## src/include/spm_defs.svh

```systemverilog
`ifndef SPM_DEFS_SVH
`define SPM_DEFS_SVH

// Register indices; byte address is four times the index
`define SPM_IDX_PAGE     6'h02
`define SPM_IDX_CSYNC    6'h05
`define SPM_IDX_PER_LO   6'h06
`define SPM_IDX_PER_HI   6'h07
`define SPM_IDX_GLOB_TOP 6'h07
`define SPM_IDX_PAGED    2'h1
`define SPM_IDX_MODE     6'h20
`define SPM_IDX_STATUS   6'h21

// Count sync control fields
`define SPM_CS_DIAG      1:0
`define SPM_CS_SYNC      4:2
`define SPM_CS_TEST      5
`define SPM_CS_LEVEL     6
`define SPM_CS_REQ       7

// Page register and page number fields
`define SPM_PG_A3        0
`define SPM_PG_NUM       7:1
`define SPM_PG_TOP       6:5
`define SPM_PG_CH        4:3
`define SPM_PG_KIND      2:1
`define SPM_PG_HALF      0
`define SPM_KIND_FIRST   2'h0
`define SPM_MODE_NARROW  0

// Sizes
`define SPM_CHANNELS     4
`define SPM_TAPS         11
`define SPM_FIRST_TAPS   8
`define SPM_NUM_COEF     44
`define SPM_COEF_W       16
`define SPM_CNT_W        24
`define SPM_FRAC_MAX     8'hff
`define SPM_INSEL_W      3

// Codes and constants
`define SPM_INSEL_DIAG0  3'h6
`define SPM_INSEL_DIAG1  3'h7
`define SPM_DIAG_CONST   16'h4000

// Reset values
`define SPM_CSYNC_RST    8'h00
`define SPM_PAGE_RST     8'h00
`define SPM_PERIOD_RST   16'h0000

`endif

```

## src/include/spm_pkg.sv

```systemverilog
package spm_pkg;
`include "spm_defs.svh"

  typedef enum logic [1:0] {
    SPM_DIAG_RAMP  = 2'b00,
    SPM_DIAG_ZERO  = 2'b01,
    SPM_DIAG_SPARE = 2'b10,
    SPM_DIAG_FIXED = 2'b11
  } spm_diag_e;

  typedef logic [`SPM_CHANNELS-1:0][`SPM_COEF_W-1:0]  spm_chan_bus_t;
  typedef logic [`SPM_CHANNELS-1:0][`SPM_INSEL_W-1:0] spm_insel_bus_t;

  typedef struct packed {
    logic       hit;
    logic       hi;
    logic [5:0] tap;
  } spm_coef_sel_s;

  typedef struct packed {
    logic [7:0]                                   csync;
    logic [15:0]                                  period;
    logic [7:0]                                   page;
    logic                                         narrow;
    logic [`SPM_CNT_W-1:0]                        count;
    logic                                         term;
    logic [7:0]                                   hold;
    logic [`SPM_NUM_COEF-1:0][`SPM_COEF_W-1:0]    coef;
    logic                                         pready;
    logic                                         pslverr;
    logic [31:0]                                  prdata;
    spm_chan_bus_t                                chan_out;
  } spm_state_s;

  typedef struct packed {
    logic req_d;
    logic out;
  } spm_shot_s;

endpackage

```

## src/core/spm_sync_shot.sv

```systemverilog
`timescale 1ns/100ps
module spm_sync_shot (
  input  wire logic clk,
  input  wire logic nrst,
  input  wire logic request,
  input  wire logic level_mode,
  output logic      single_sync_event
);
  import spm_pkg::*;

  spm_shot_s s_r;
  spm_shot_s s_nxt;

  always_comb begin
    s_nxt = s_r;
    s_nxt.req_d = request;
    if (level_mode) begin
      s_nxt.out = request; // RULE5
    end else begin
      // Edge of the request: a held bit never fires twice
      s_nxt.out = request & ~s_r.req_d; // RULE6 RULE7
    end
  end

  always_ff @(posedge clk) begin
    if (!nrst) begin
      s_r <= '0;
    end else begin
      s_r <= s_nxt;
    end
  end

  assign single_sync_event = s_r.out;
endmodule // spm_sync_shot

```

## src/core/spm_top.sv

```systemverilog
`timescale 1ns/100ps
// Operation
// RULE1 - Two-bit test source: ramp, zero, unused, constant
// RULE2 - Test source replaces input only for selection 6/7
// RULE3 - Bits 2-4 pick counter realign sync
// RULE4 - Software keeps factory test bit zero
// RULE5 - Level mode: sync active while request set
// RULE6 - Pulse mode: one clock wide sync pulse
// RULE7 - New pulse only after request cleared, reset
// RULE8 - Sixteen-bit period at addresses 6 and 7
// RULE9 - Counter cycle is 256 times period plus one
// RULE10 - Terminal count flagged at each cycle end; not flagged when a realign lands on the last count
// RULE11 - Software picks cycle multiple of 16N
// RULE12 - Addresses 16-31 decoded through page number
// RULE13 - First filter uses two pages per channel
// RULE14 - Eleven taps: eight then three, rest unused
// RULE15 - Coefficient low byte even, high byte odd
// RULE16 - Software writes low byte before high byte
// RULE17 - Coefficients readable and writable by host
// RULE18 - Addresses 0-7 global, page in bits 1-7
// RULE19 - Narrow mode: page bit 0 is address bit 3
// RULE20 - Low byte held, coefficient updated on high
module spm_top (
  input  wire logic                    clk,
  input  wire logic                    nrst,
  input  wire logic                    psel,
  input  wire logic                    penable,
  input  wire logic                    pwrite,
  input  wire logic [7:0]              paddr,
  input  wire logic [31:0]             pwdata,
  input  wire logic [3:0]              pstrb,
  output logic      [31:0]             prdata,
  output logic                         pready,
  output logic                         pslverr,
  input  wire logic [7:0]              sync_sources,
  input  wire spm_pkg::spm_insel_bus_t chan_input_sel,
  input  wire spm_pkg::spm_chan_bus_t  chan_data_in,
  output spm_pkg::spm_chan_bus_t       chan_data_out,
  output logic                         terminal_count_pulse,
  output logic                         single_sync_event
);
  import spm_pkg::*;

  ////////////////////////////////////////////////////////////////////////
  // Paged window decode, shared by reads and writes
  function automatic spm_coef_sel_s coef_decode(
    input logic [5:0] idx,
    input logic [7:0] page,
    input logic       narrow
  );
    spm_coef_sel_s r;
    logic [3:0]    off;
    logic [6:0]    pg;
    logic [3:0]    local_tap;
    r   = '0;
    // Narrow hosts lack address bit 3, so the page register lends it
    off = narrow ? {page[`SPM_PG_A3], idx[2:0]} : idx[3:0]; // RULE19
    pg  = page[`SPM_PG_NUM]; // RULE18
    if (pg[`SPM_PG_HALF]) begin
      local_tap = 4'(`SPM_FIRST_TAPS) + {1'b0, off[3:1]}; // RULE14
    end else begin
      local_tap = {1'b0, off[3:1]};
    end
    r.hi  = off[0]; // RULE15
    r.tap = 6'(pg[`SPM_PG_CH] * `SPM_TAPS + local_tap); // RULE13
    r.hit = (idx[5:4] == `SPM_IDX_PAGED) && (pg[`SPM_PG_TOP] == 2'h0)
            && (pg[`SPM_PG_KIND] == `SPM_KIND_FIRST)
            && (local_tap < 4'(`SPM_TAPS)); // RULE12 RULE14
    return r;
  endfunction

  function automatic logic is_test_sel(input logic [`SPM_INSEL_W-1:0] sel);
    return (sel == `SPM_INSEL_DIAG0) || (sel == `SPM_INSEL_DIAG1);
  endfunction

  ////////////////////////////////////////////////////////////////////////
  spm_state_s            s_r;
  spm_state_s            s_nxt;
  logic [5:0]            idx;
  logic                  aligned;
  logic                  mapped;
  logic                  setup;
  logic                  access;
  logic                  wr_ok;
  spm_coef_sel_s         cd;
  logic                  realign;
  logic [`SPM_CNT_W-1:0] term_val;
  logic [15:0]           diag_val;

  assign idx      = paddr[7:2];
  assign aligned  = (paddr[1:0] == 2'b00);
  assign mapped   = aligned && ((idx <= `SPM_IDX_GLOB_TOP) || (idx[5:4] == `SPM_IDX_PAGED)
                    || (idx == `SPM_IDX_MODE) || (idx == `SPM_IDX_STATUS)); // RULE18
  assign setup    = psel && !penable;
  assign access   = psel && penable && s_r.pready;
  assign wr_ok    = access && pwrite && !s_r.pslverr && pstrb[0];
  assign cd       = coef_decode(idx, s_r.page, s_r.narrow);
  assign realign  = sync_sources[s_r.csync[`SPM_CS_SYNC]]; // RULE3
  assign term_val = {s_r.period, `SPM_FRAC_MAX}; // RULE9

  // Test source; code 2 has no use and feeds zero
  always_comb begin
    case (spm_diag_e'(s_r.csync[`SPM_CS_DIAG]))
      SPM_DIAG_RAMP:  diag_val = s_r.count[15:0]; // RULE1
      SPM_DIAG_ZERO:  diag_val = 16'h0000; // RULE1
      SPM_DIAG_FIXED: diag_val = `SPM_DIAG_CONST; // RULE1
      default:        diag_val = 16'h0000;
    endcase
  end

  ////////////////////////////////////////////////////////////////////////
  always_comb begin
    s_nxt = s_r;

    // Zero wait states: ready rises in the first access cycle
    s_nxt.pready = setup;
    if (setup) begin
      s_nxt.pslverr = !mapped;
      s_nxt.prdata  = 32'h0000_0000;
      if (mapped) begin
        case (idx)
          `SPM_IDX_PAGE:   s_nxt.prdata[7:0]  = s_r.page; // RULE18
          `SPM_IDX_CSYNC:  s_nxt.prdata[7:0]  = s_r.csync;
          `SPM_IDX_PER_LO: s_nxt.prdata[7:0]  = s_r.period[7:0]; // RULE8
          `SPM_IDX_PER_HI: s_nxt.prdata[7:0]  = s_r.period[15:8]; // RULE8
          `SPM_IDX_MODE:   s_nxt.prdata[0]    = s_r.narrow;
          `SPM_IDX_STATUS: s_nxt.prdata[15:0] = s_r.count[15:0];
          default: begin
            if (cd.hit) begin
              s_nxt.prdata[7:0] = cd.hi ? s_r.coef[cd.tap][15:8]
                                        : s_r.coef[cd.tap][7:0]; // RULE17
            end
          end
        endcase
      end
    end

    if (wr_ok) begin
      case (idx)
        `SPM_IDX_PAGE:   s_nxt.page         = pwdata[7:0]; // RULE18
        `SPM_IDX_CSYNC:  s_nxt.csync        = pwdata[7:0];
        `SPM_IDX_PER_LO: s_nxt.period[7:0]  = pwdata[7:0]; // RULE8
        `SPM_IDX_PER_HI: s_nxt.period[15:8] = pwdata[7:0]; // RULE8
        `SPM_IDX_MODE:   s_nxt.narrow       = pwdata[`SPM_MODE_NARROW]; // RULE19
        default: begin
          if (cd.hit && !cd.hi) begin
            s_nxt.hold = pwdata[7:0]; // RULE20
          end else if (cd.hit) begin
            // A high byte with no fresh low byte reuses a stale one
            s_nxt.coef[cd.tap] = {pwdata[7:0], s_r.hold}; // RULE15 RULE20
          end
        end
      endcase
    end

    // Realign has priority over the wrap
    if (realign) begin
      s_nxt.count = '0; // RULE3
      s_nxt.term  = 1'b0;
    end else if (s_r.count == term_val) begin
      s_nxt.count = '0; // RULE9
      s_nxt.term  = 1'b1; // RULE10
    end else begin
      s_nxt.count = s_r.count + `SPM_CNT_W'(1); // RULE9
      s_nxt.term  = 1'b0;
    end

    for (int ch = 0; ch < `SPM_CHANNELS; ch++) begin
      if (is_test_sel(chan_input_sel[ch])) begin
        s_nxt.chan_out[ch] = diag_val; // RULE2
      end else begin
        s_nxt.chan_out[ch] = chan_data_in[ch]; // RULE2
      end
    end
  end

  always_ff @(posedge clk) begin
    if (!nrst) begin
      s_r        <= '0;
      s_r.csync  <= `SPM_CSYNC_RST;
      s_r.page   <= `SPM_PAGE_RST;
      s_r.period <= `SPM_PERIOD_RST;
    end else begin
      s_r <= s_nxt;
    end
  end

  ////////////////////////////////////////////////////////////////////////
  // Factory test bit is stored only; no test behaviour is built
  spm_sync_shot u_shot (
    .clk               (clk),
    .nrst              (nrst),
    .request           (s_r.csync[`SPM_CS_REQ]),
    .level_mode        (s_r.csync[`SPM_CS_LEVEL]),
    .single_sync_event (single_sync_event)
  );

  assign prdata               = s_r.prdata;
  assign pready               = s_r.pready;
  assign pslverr              = s_r.pslverr;
  assign chan_data_out        = s_r.chan_out;
  assign terminal_count_pulse = s_r.term;

  // Tap of the previous cycle, for checks that look one write back
  logic [5:0]  tap_q;
  logic [15:0] coef_hi_val;

  always_ff @(posedge clk) begin
    tap_q <= cd.tap;
  end

  assign coef_hi_val = s_r.coef[tap_q];

  // Every channel obeys its own selection
  for (genvar ch = 0; ch < `SPM_CHANNELS; ch++) begin : g_chan_chk

  end
endmodule // spm_top

```

## config.mk

```make
export PLATFORM = sky130hd
export DESIGN_NAME = spm_top
export DESIGN_NICKNAME = d
export VERILOG_FILES = /design/src/include/spm_pkg.sv /design/src/core/spm_sync_shot.sv /design/src/core/spm_top.sv
export VERILOG_INCLUDE_DIRS = /design/src /design/src/include
export SDC_FILE = /design/constraint.sdc
export NUM_CORES = 2
export LEC_CHECK = 0
export BUFFER_PORTS_ARGS = -buffer_cell sky130_fd_sc_hd__buf_2
export CORE_MARGIN = 5
export CORE_UTILIZATION = 47
export CTS_CLUSTER_DIAMETER = 60
export DETAILED_ROUTE_END_ITERATION = 12
export HOLD_SLACK_MARGIN = 0.1
export SETUP_SLACK_MARGIN = 0.05
export SLEW_MARGIN = 20
export SYNTH_ARGS = -nofsm -noshare
export SYNTH_HDL_FRONTEND = slang
export SYNTH_SLANG_ARGS = --single-unit
```

## constraint.sdc

```tcl
create_clock -name clk -period 8.82 [get_ports clk]
set_input_delay 1.323 -clock clk [delete_from_list [all_inputs] [get_ports clk]]
set_output_delay 1.323 -clock clk [all_outputs]
set_load 0.03 [all_outputs]
```

==> impl_summary.md <==
Pwr
In this run the static leakage power is 14.4 nW. The power density of the placed cells is 195 mW/mm^2. IR analysis of the VDD net gives a maximum drop of 0.165 mV. The post-layout total power is 8.50 mW.

Clock tree
The number of gates resized after CTS was 0. Clock tree synthesis selected as its root buffer the cell clkbuf_16. In this run the number of H-tree levels came out at 3. Buffers inserted during clock tree synthesis total 96.

The latest clock arrival within the worst-skew pair is roughly 0.66 ns. TritonCTS built the clock tree. CTS saw around 850 sinks. After clock tree synthesis, the flow added hold-fix buffers numbering 0. The number of buffers between clock root and the deepest sink is 3. After clock tree synthesis, the clock-pin slew on the worst setup and hold paths is 0.06 ns. Post-CTS timing repair inserted 0 buffers for setup.

Logic synthesis
After synthesis the netlist holds a flip-flop and latch count of 854. Among all flip-flop cells after synthesis, the most frequent one is dfxtp_1. Of all cell types, the one taking the most synthesized area is dfxtp_1. The fraction of registers with async set or reset after synthesis is 0%. Of the total synthesized cell area, the portion taken by AND, OR, NAND and NOR gates is 22.0%. The post-synthesis cell count is ~4,500. Counting distinct cell types in the post-synthesis netlist gives 80. Yosys mapped a number of flops with a built-in enable equal to 0.

The count of warnings emitted by yosys is 0. The fraction of the yosys area taken by sequential cells is 42.7%. A synthesized cell averages around 9 sq um.

After Yosys synthesis, full adders, half adders and majority gates account for 0.413% of the synthesized area. Of the post-synthesis cell area, the part taken by muxes is 12.4%. The area fraction in compound gates after synthesis is 14.6%. After synthesis, the cell types taking the most area are dfxtp_1 43%, nand2_1 14%, mux4_2 9.6%. After synthesis, the largest family of logic cells by area is simple AND/OR/NAND/NOR gates.

The synthesized netlist devotes 0.895% of its cell area to XOR and XNOR gates. The share of the synthesized area in the top cell type is a little over two fifths. The cell area that synthesis handed to floorplanning was 0.0400 sq mm.

Floorplanning
The area of the core is 0.0849 sq mm. The height of the chip is 302 um. The initial utilization of the core area, before any placement, comes to a little under half. The die covers 0.0910 sq mm.

The number of top-level design ports is ~230. The die width is just over 300 um. The floorplan has ~110 rows.

Timing
The number of hold-slack violations in the final timing report is 0. Setup total negative slack on the finished layout was measured at 0 ns. After layout, the minimum clock period comes to 5.61 ns. The transition time of the tightest slew-check pin is 1.22 ns. The clock arrives with about 0.030 ns of skew. The final clock period utilization by the worst path is 63.6%. Setup repair after global routing left no endpoint under its margin.

The final number of setup-violating endpoints is 0. The worst-case headroom to the max-slew limit is about a fifth. The highest attainable clock frequency is 178 MHz.

In the post-route analysis, the smallest setup slack over all paths is 3.21 ns. The max-slew violation count is 0.

Global route
Entering global routing, the biggest net connects 188 pins. The global-route wire length before repair is 184 mm. The via count of the first global-routing pass is about 30,000. For this run, the total global-route usage over all layers was measured as approximately 26%. The number of antenna violations at the first check in global routing is 1. For this run the aggregate overflow at the end of global routing stands at 0.

Route
Once detail routing completed, the nets flagged for antenna violations numbered 0. In the routed layout, each cell is associated on average with a via count of 5.68. The total DRC errors in the routed layout is 0. The first TritonRoute pass finished after 6 iterations. After detailed routing, the average wire length per cell comes to ~22 um.

The overall via count from detail_route is between 30,000 and 40,000. The iteration-0 DRC count of the detailed router is 3,025. The final layout contains routed wiring with a total length of ~120 mm.

Placement
The congestion estimate from routability-driven global placement came to around 0.9. The pre-CTS setup slack is 2.59 ns. Port buffering added 185 buffers. After detailed placement, the total cell area comes to 0.0402 sq mm.

Summed over all nets, the half-perimeter wirelength after detailed placement is 73.9 mm.

Min path
The classification of the worst-slack hold path is reg -> reg.

Final layout
The final standard cell area without fillers is 0.0436 sq mm. After filler insertion, the fill cell instance count of the layout stands at slightly below 8,000. Cells with a size suffix above 1 make up between 10% and 20% of the layout. The final layout net count is ~4,600. The signed area change from the synthesized netlist to the final layout is 9.08%.

Setup path
The type of the setup path with the least slack is in -> reg. The kind of capture point of the worst setup path is a register. At the worst endpoint, the required time is 9.35 ns.

In this run the worst path has a maximum fanout of 89. The worst setup path is launched from a primary input. The data arrival time of the critical path is 6.14 ns.

Outcome
The flow ran to the end, and the final reports show no timing, DRC or antenna violations.

Run
Max-cap violations in this run came to 0.
[per-stage QoR]
stage / hold WS [ns] / std cells / util (%)
floorplan: 0.396 / 4560 / -
global placement: 0.413 / 5444 / 47.3
detailed placement: 0.414 / 5447 / 47.4
CTS: 0.422 / 5625 / 51.3
global route: 0.445 / 5630 / 51.4
finish: 0.420 / 5631 / 51.4
[worst max-delay path, stage by stage]
cell       delay (ns)
buf_2            0.18
fa_1             0.53
ha_4             0.20
fa_4             1.38
buf_12           0.57
mux4_2           0.46
mux2_2           0.32
a221oi_1         0.46
a2111oi_0        0.10
a2111oi_0        0.44
a21oi_1          0.11
[registers in the layout, summed over array words and instances, names as in the netlist]
name / count
terminal_count_pulse: 1
chan_data_out: 64
s_r: 769
prdata: 16
pslverr: 1
pready: 1
u_shot.single_sync_event: 1
u_shot.s_r: 1
[kinds of logic (layout without fill, tap and decap cells)]
family / after synthesis / in the layout
DFF: 854 / 854
and+or+nand+nor: 1927 / 1927
AOI/OAI and AO/OA: 927 / 927
xor gates and xnor gates: 40 / 40
adders and majority gates: 12 / 12
buffers and inverters: 503 / 429
muxes: 281 / 281
other: 1 / 17
[synthesized netlist by cell type (4+ instances only)]
cell type and instances:
nand2_1 1477, dfxtp_1 854, a21oi_1 579, a21oi_2 221
nor2_1 220, clkbuf_1 219, mux4_2 170, buf_4 120
mux2i_1 106, buf_2 93, nor4_4 46, nand4_1 44
buf_6 41, nand3_1 34, xor2_1 30, a22oi_1 27
and3_1 18, nand4_4 18, buf_1 16, o21ai_0 16
a31oi_1 13, a32oi_1 12, ha_1 10, inv_1 10
nand2b_1 9, nor3_1 9, xnor2_1 9, a221oi_1 8
and2_1 7, nor2b_1 7, a211oi_1 6, or3_1 6
nor4_1 5, a221o_1 4, and4_1 4, mux2_2 4
or4_1 4
[final timing paths]
check | start | slack (ns) | endpoint | cells past startpoint
min | u_shot.s_r[1]$_SDFF_PN0_ | 0.42 | u_shot.single_sync_event$_SDFF_PN0_ | 1
max reg2reg | s_r[840]$_SDFFE_PN0P_ | 3.57 | prdata[6]$_SDFFE_PN0P_ | 10
max | paddr[4] | 3.21 | prdata[6]$_SDFFE_PN0P_ | 11
min reg2reg | u_shot.s_r[1]$_SDFF_PN0_ | 0.42 | u_shot.single_sync_event$_SDFF_PN0_ | 1
[layer usage]
metal | share of wire, % | global-route usage [%] | vias up
li1 | - | - | 15100
met1 | 44 | 36.4 | 15600
met2 | 46 | 41.5 | 1066
met3 | 6.9 | 3.70 | 199
met4 | 2.9 | 7.44 | 0
met5 | 0 | 0 | -
[placed cells by master (no fill, tap or decap), types with 10 or more instances in the layout]
master / netlist / routed
nand2_1: 1477 / 1475
o21ai_0: 16 / 16
nand3_1: 34 / 34
nor4_4: 46 / 46
a32oi_1: 12 / 12
nor2_1: 220 / 219
xor2_1: 30 / 30
buf_4: 120 / 41
clkbuf_8: 0 / 24
nand4_4: 18 / 18
clkinv_2: 0 / 13
clkbuf_16: 0 / 100
a31oi_1: 13 / 13
bufinv_16: 0 / 10
buf_2: 93 / 185
a22oi_1: 27 / 27
dfxtp_1: 854 / 846
a21oi_1: 579 / 579
mux2i_1: 106 / 106
conb_1: 1 / 16
nand4_1: 44 / 44
clkbuf_1: 219 / 24
mux4_2: 170 / 170
a21oi_2: 221 / 221
and3_1: 18 / 18
[report_power, final]
group / switching, mW / total, mW / internal [mW]
sequential: 0.00531 / 3.88 / 3.87
combinational: 0.309 / 0.411 / 0.102
clock: 1.65 / 4.21 / 2.57
total: 1.96 / 8.50 / 6.54
[cell type report]
type                    instances  area (sq um)  area share [%]
clock buffers                 147          2910            6.67
well taps                    1144          1430            3.28
repair buffers                240          1460            3.34
clock inverters                31           444            1.02
inverters                      11          50.0           0.115
multi-input cells            3203         20200            46.3
flip-flops and latches        854         17100            39.2
diodes                          1          2.50         0.00574
Power figures use the tool's default switching activity.
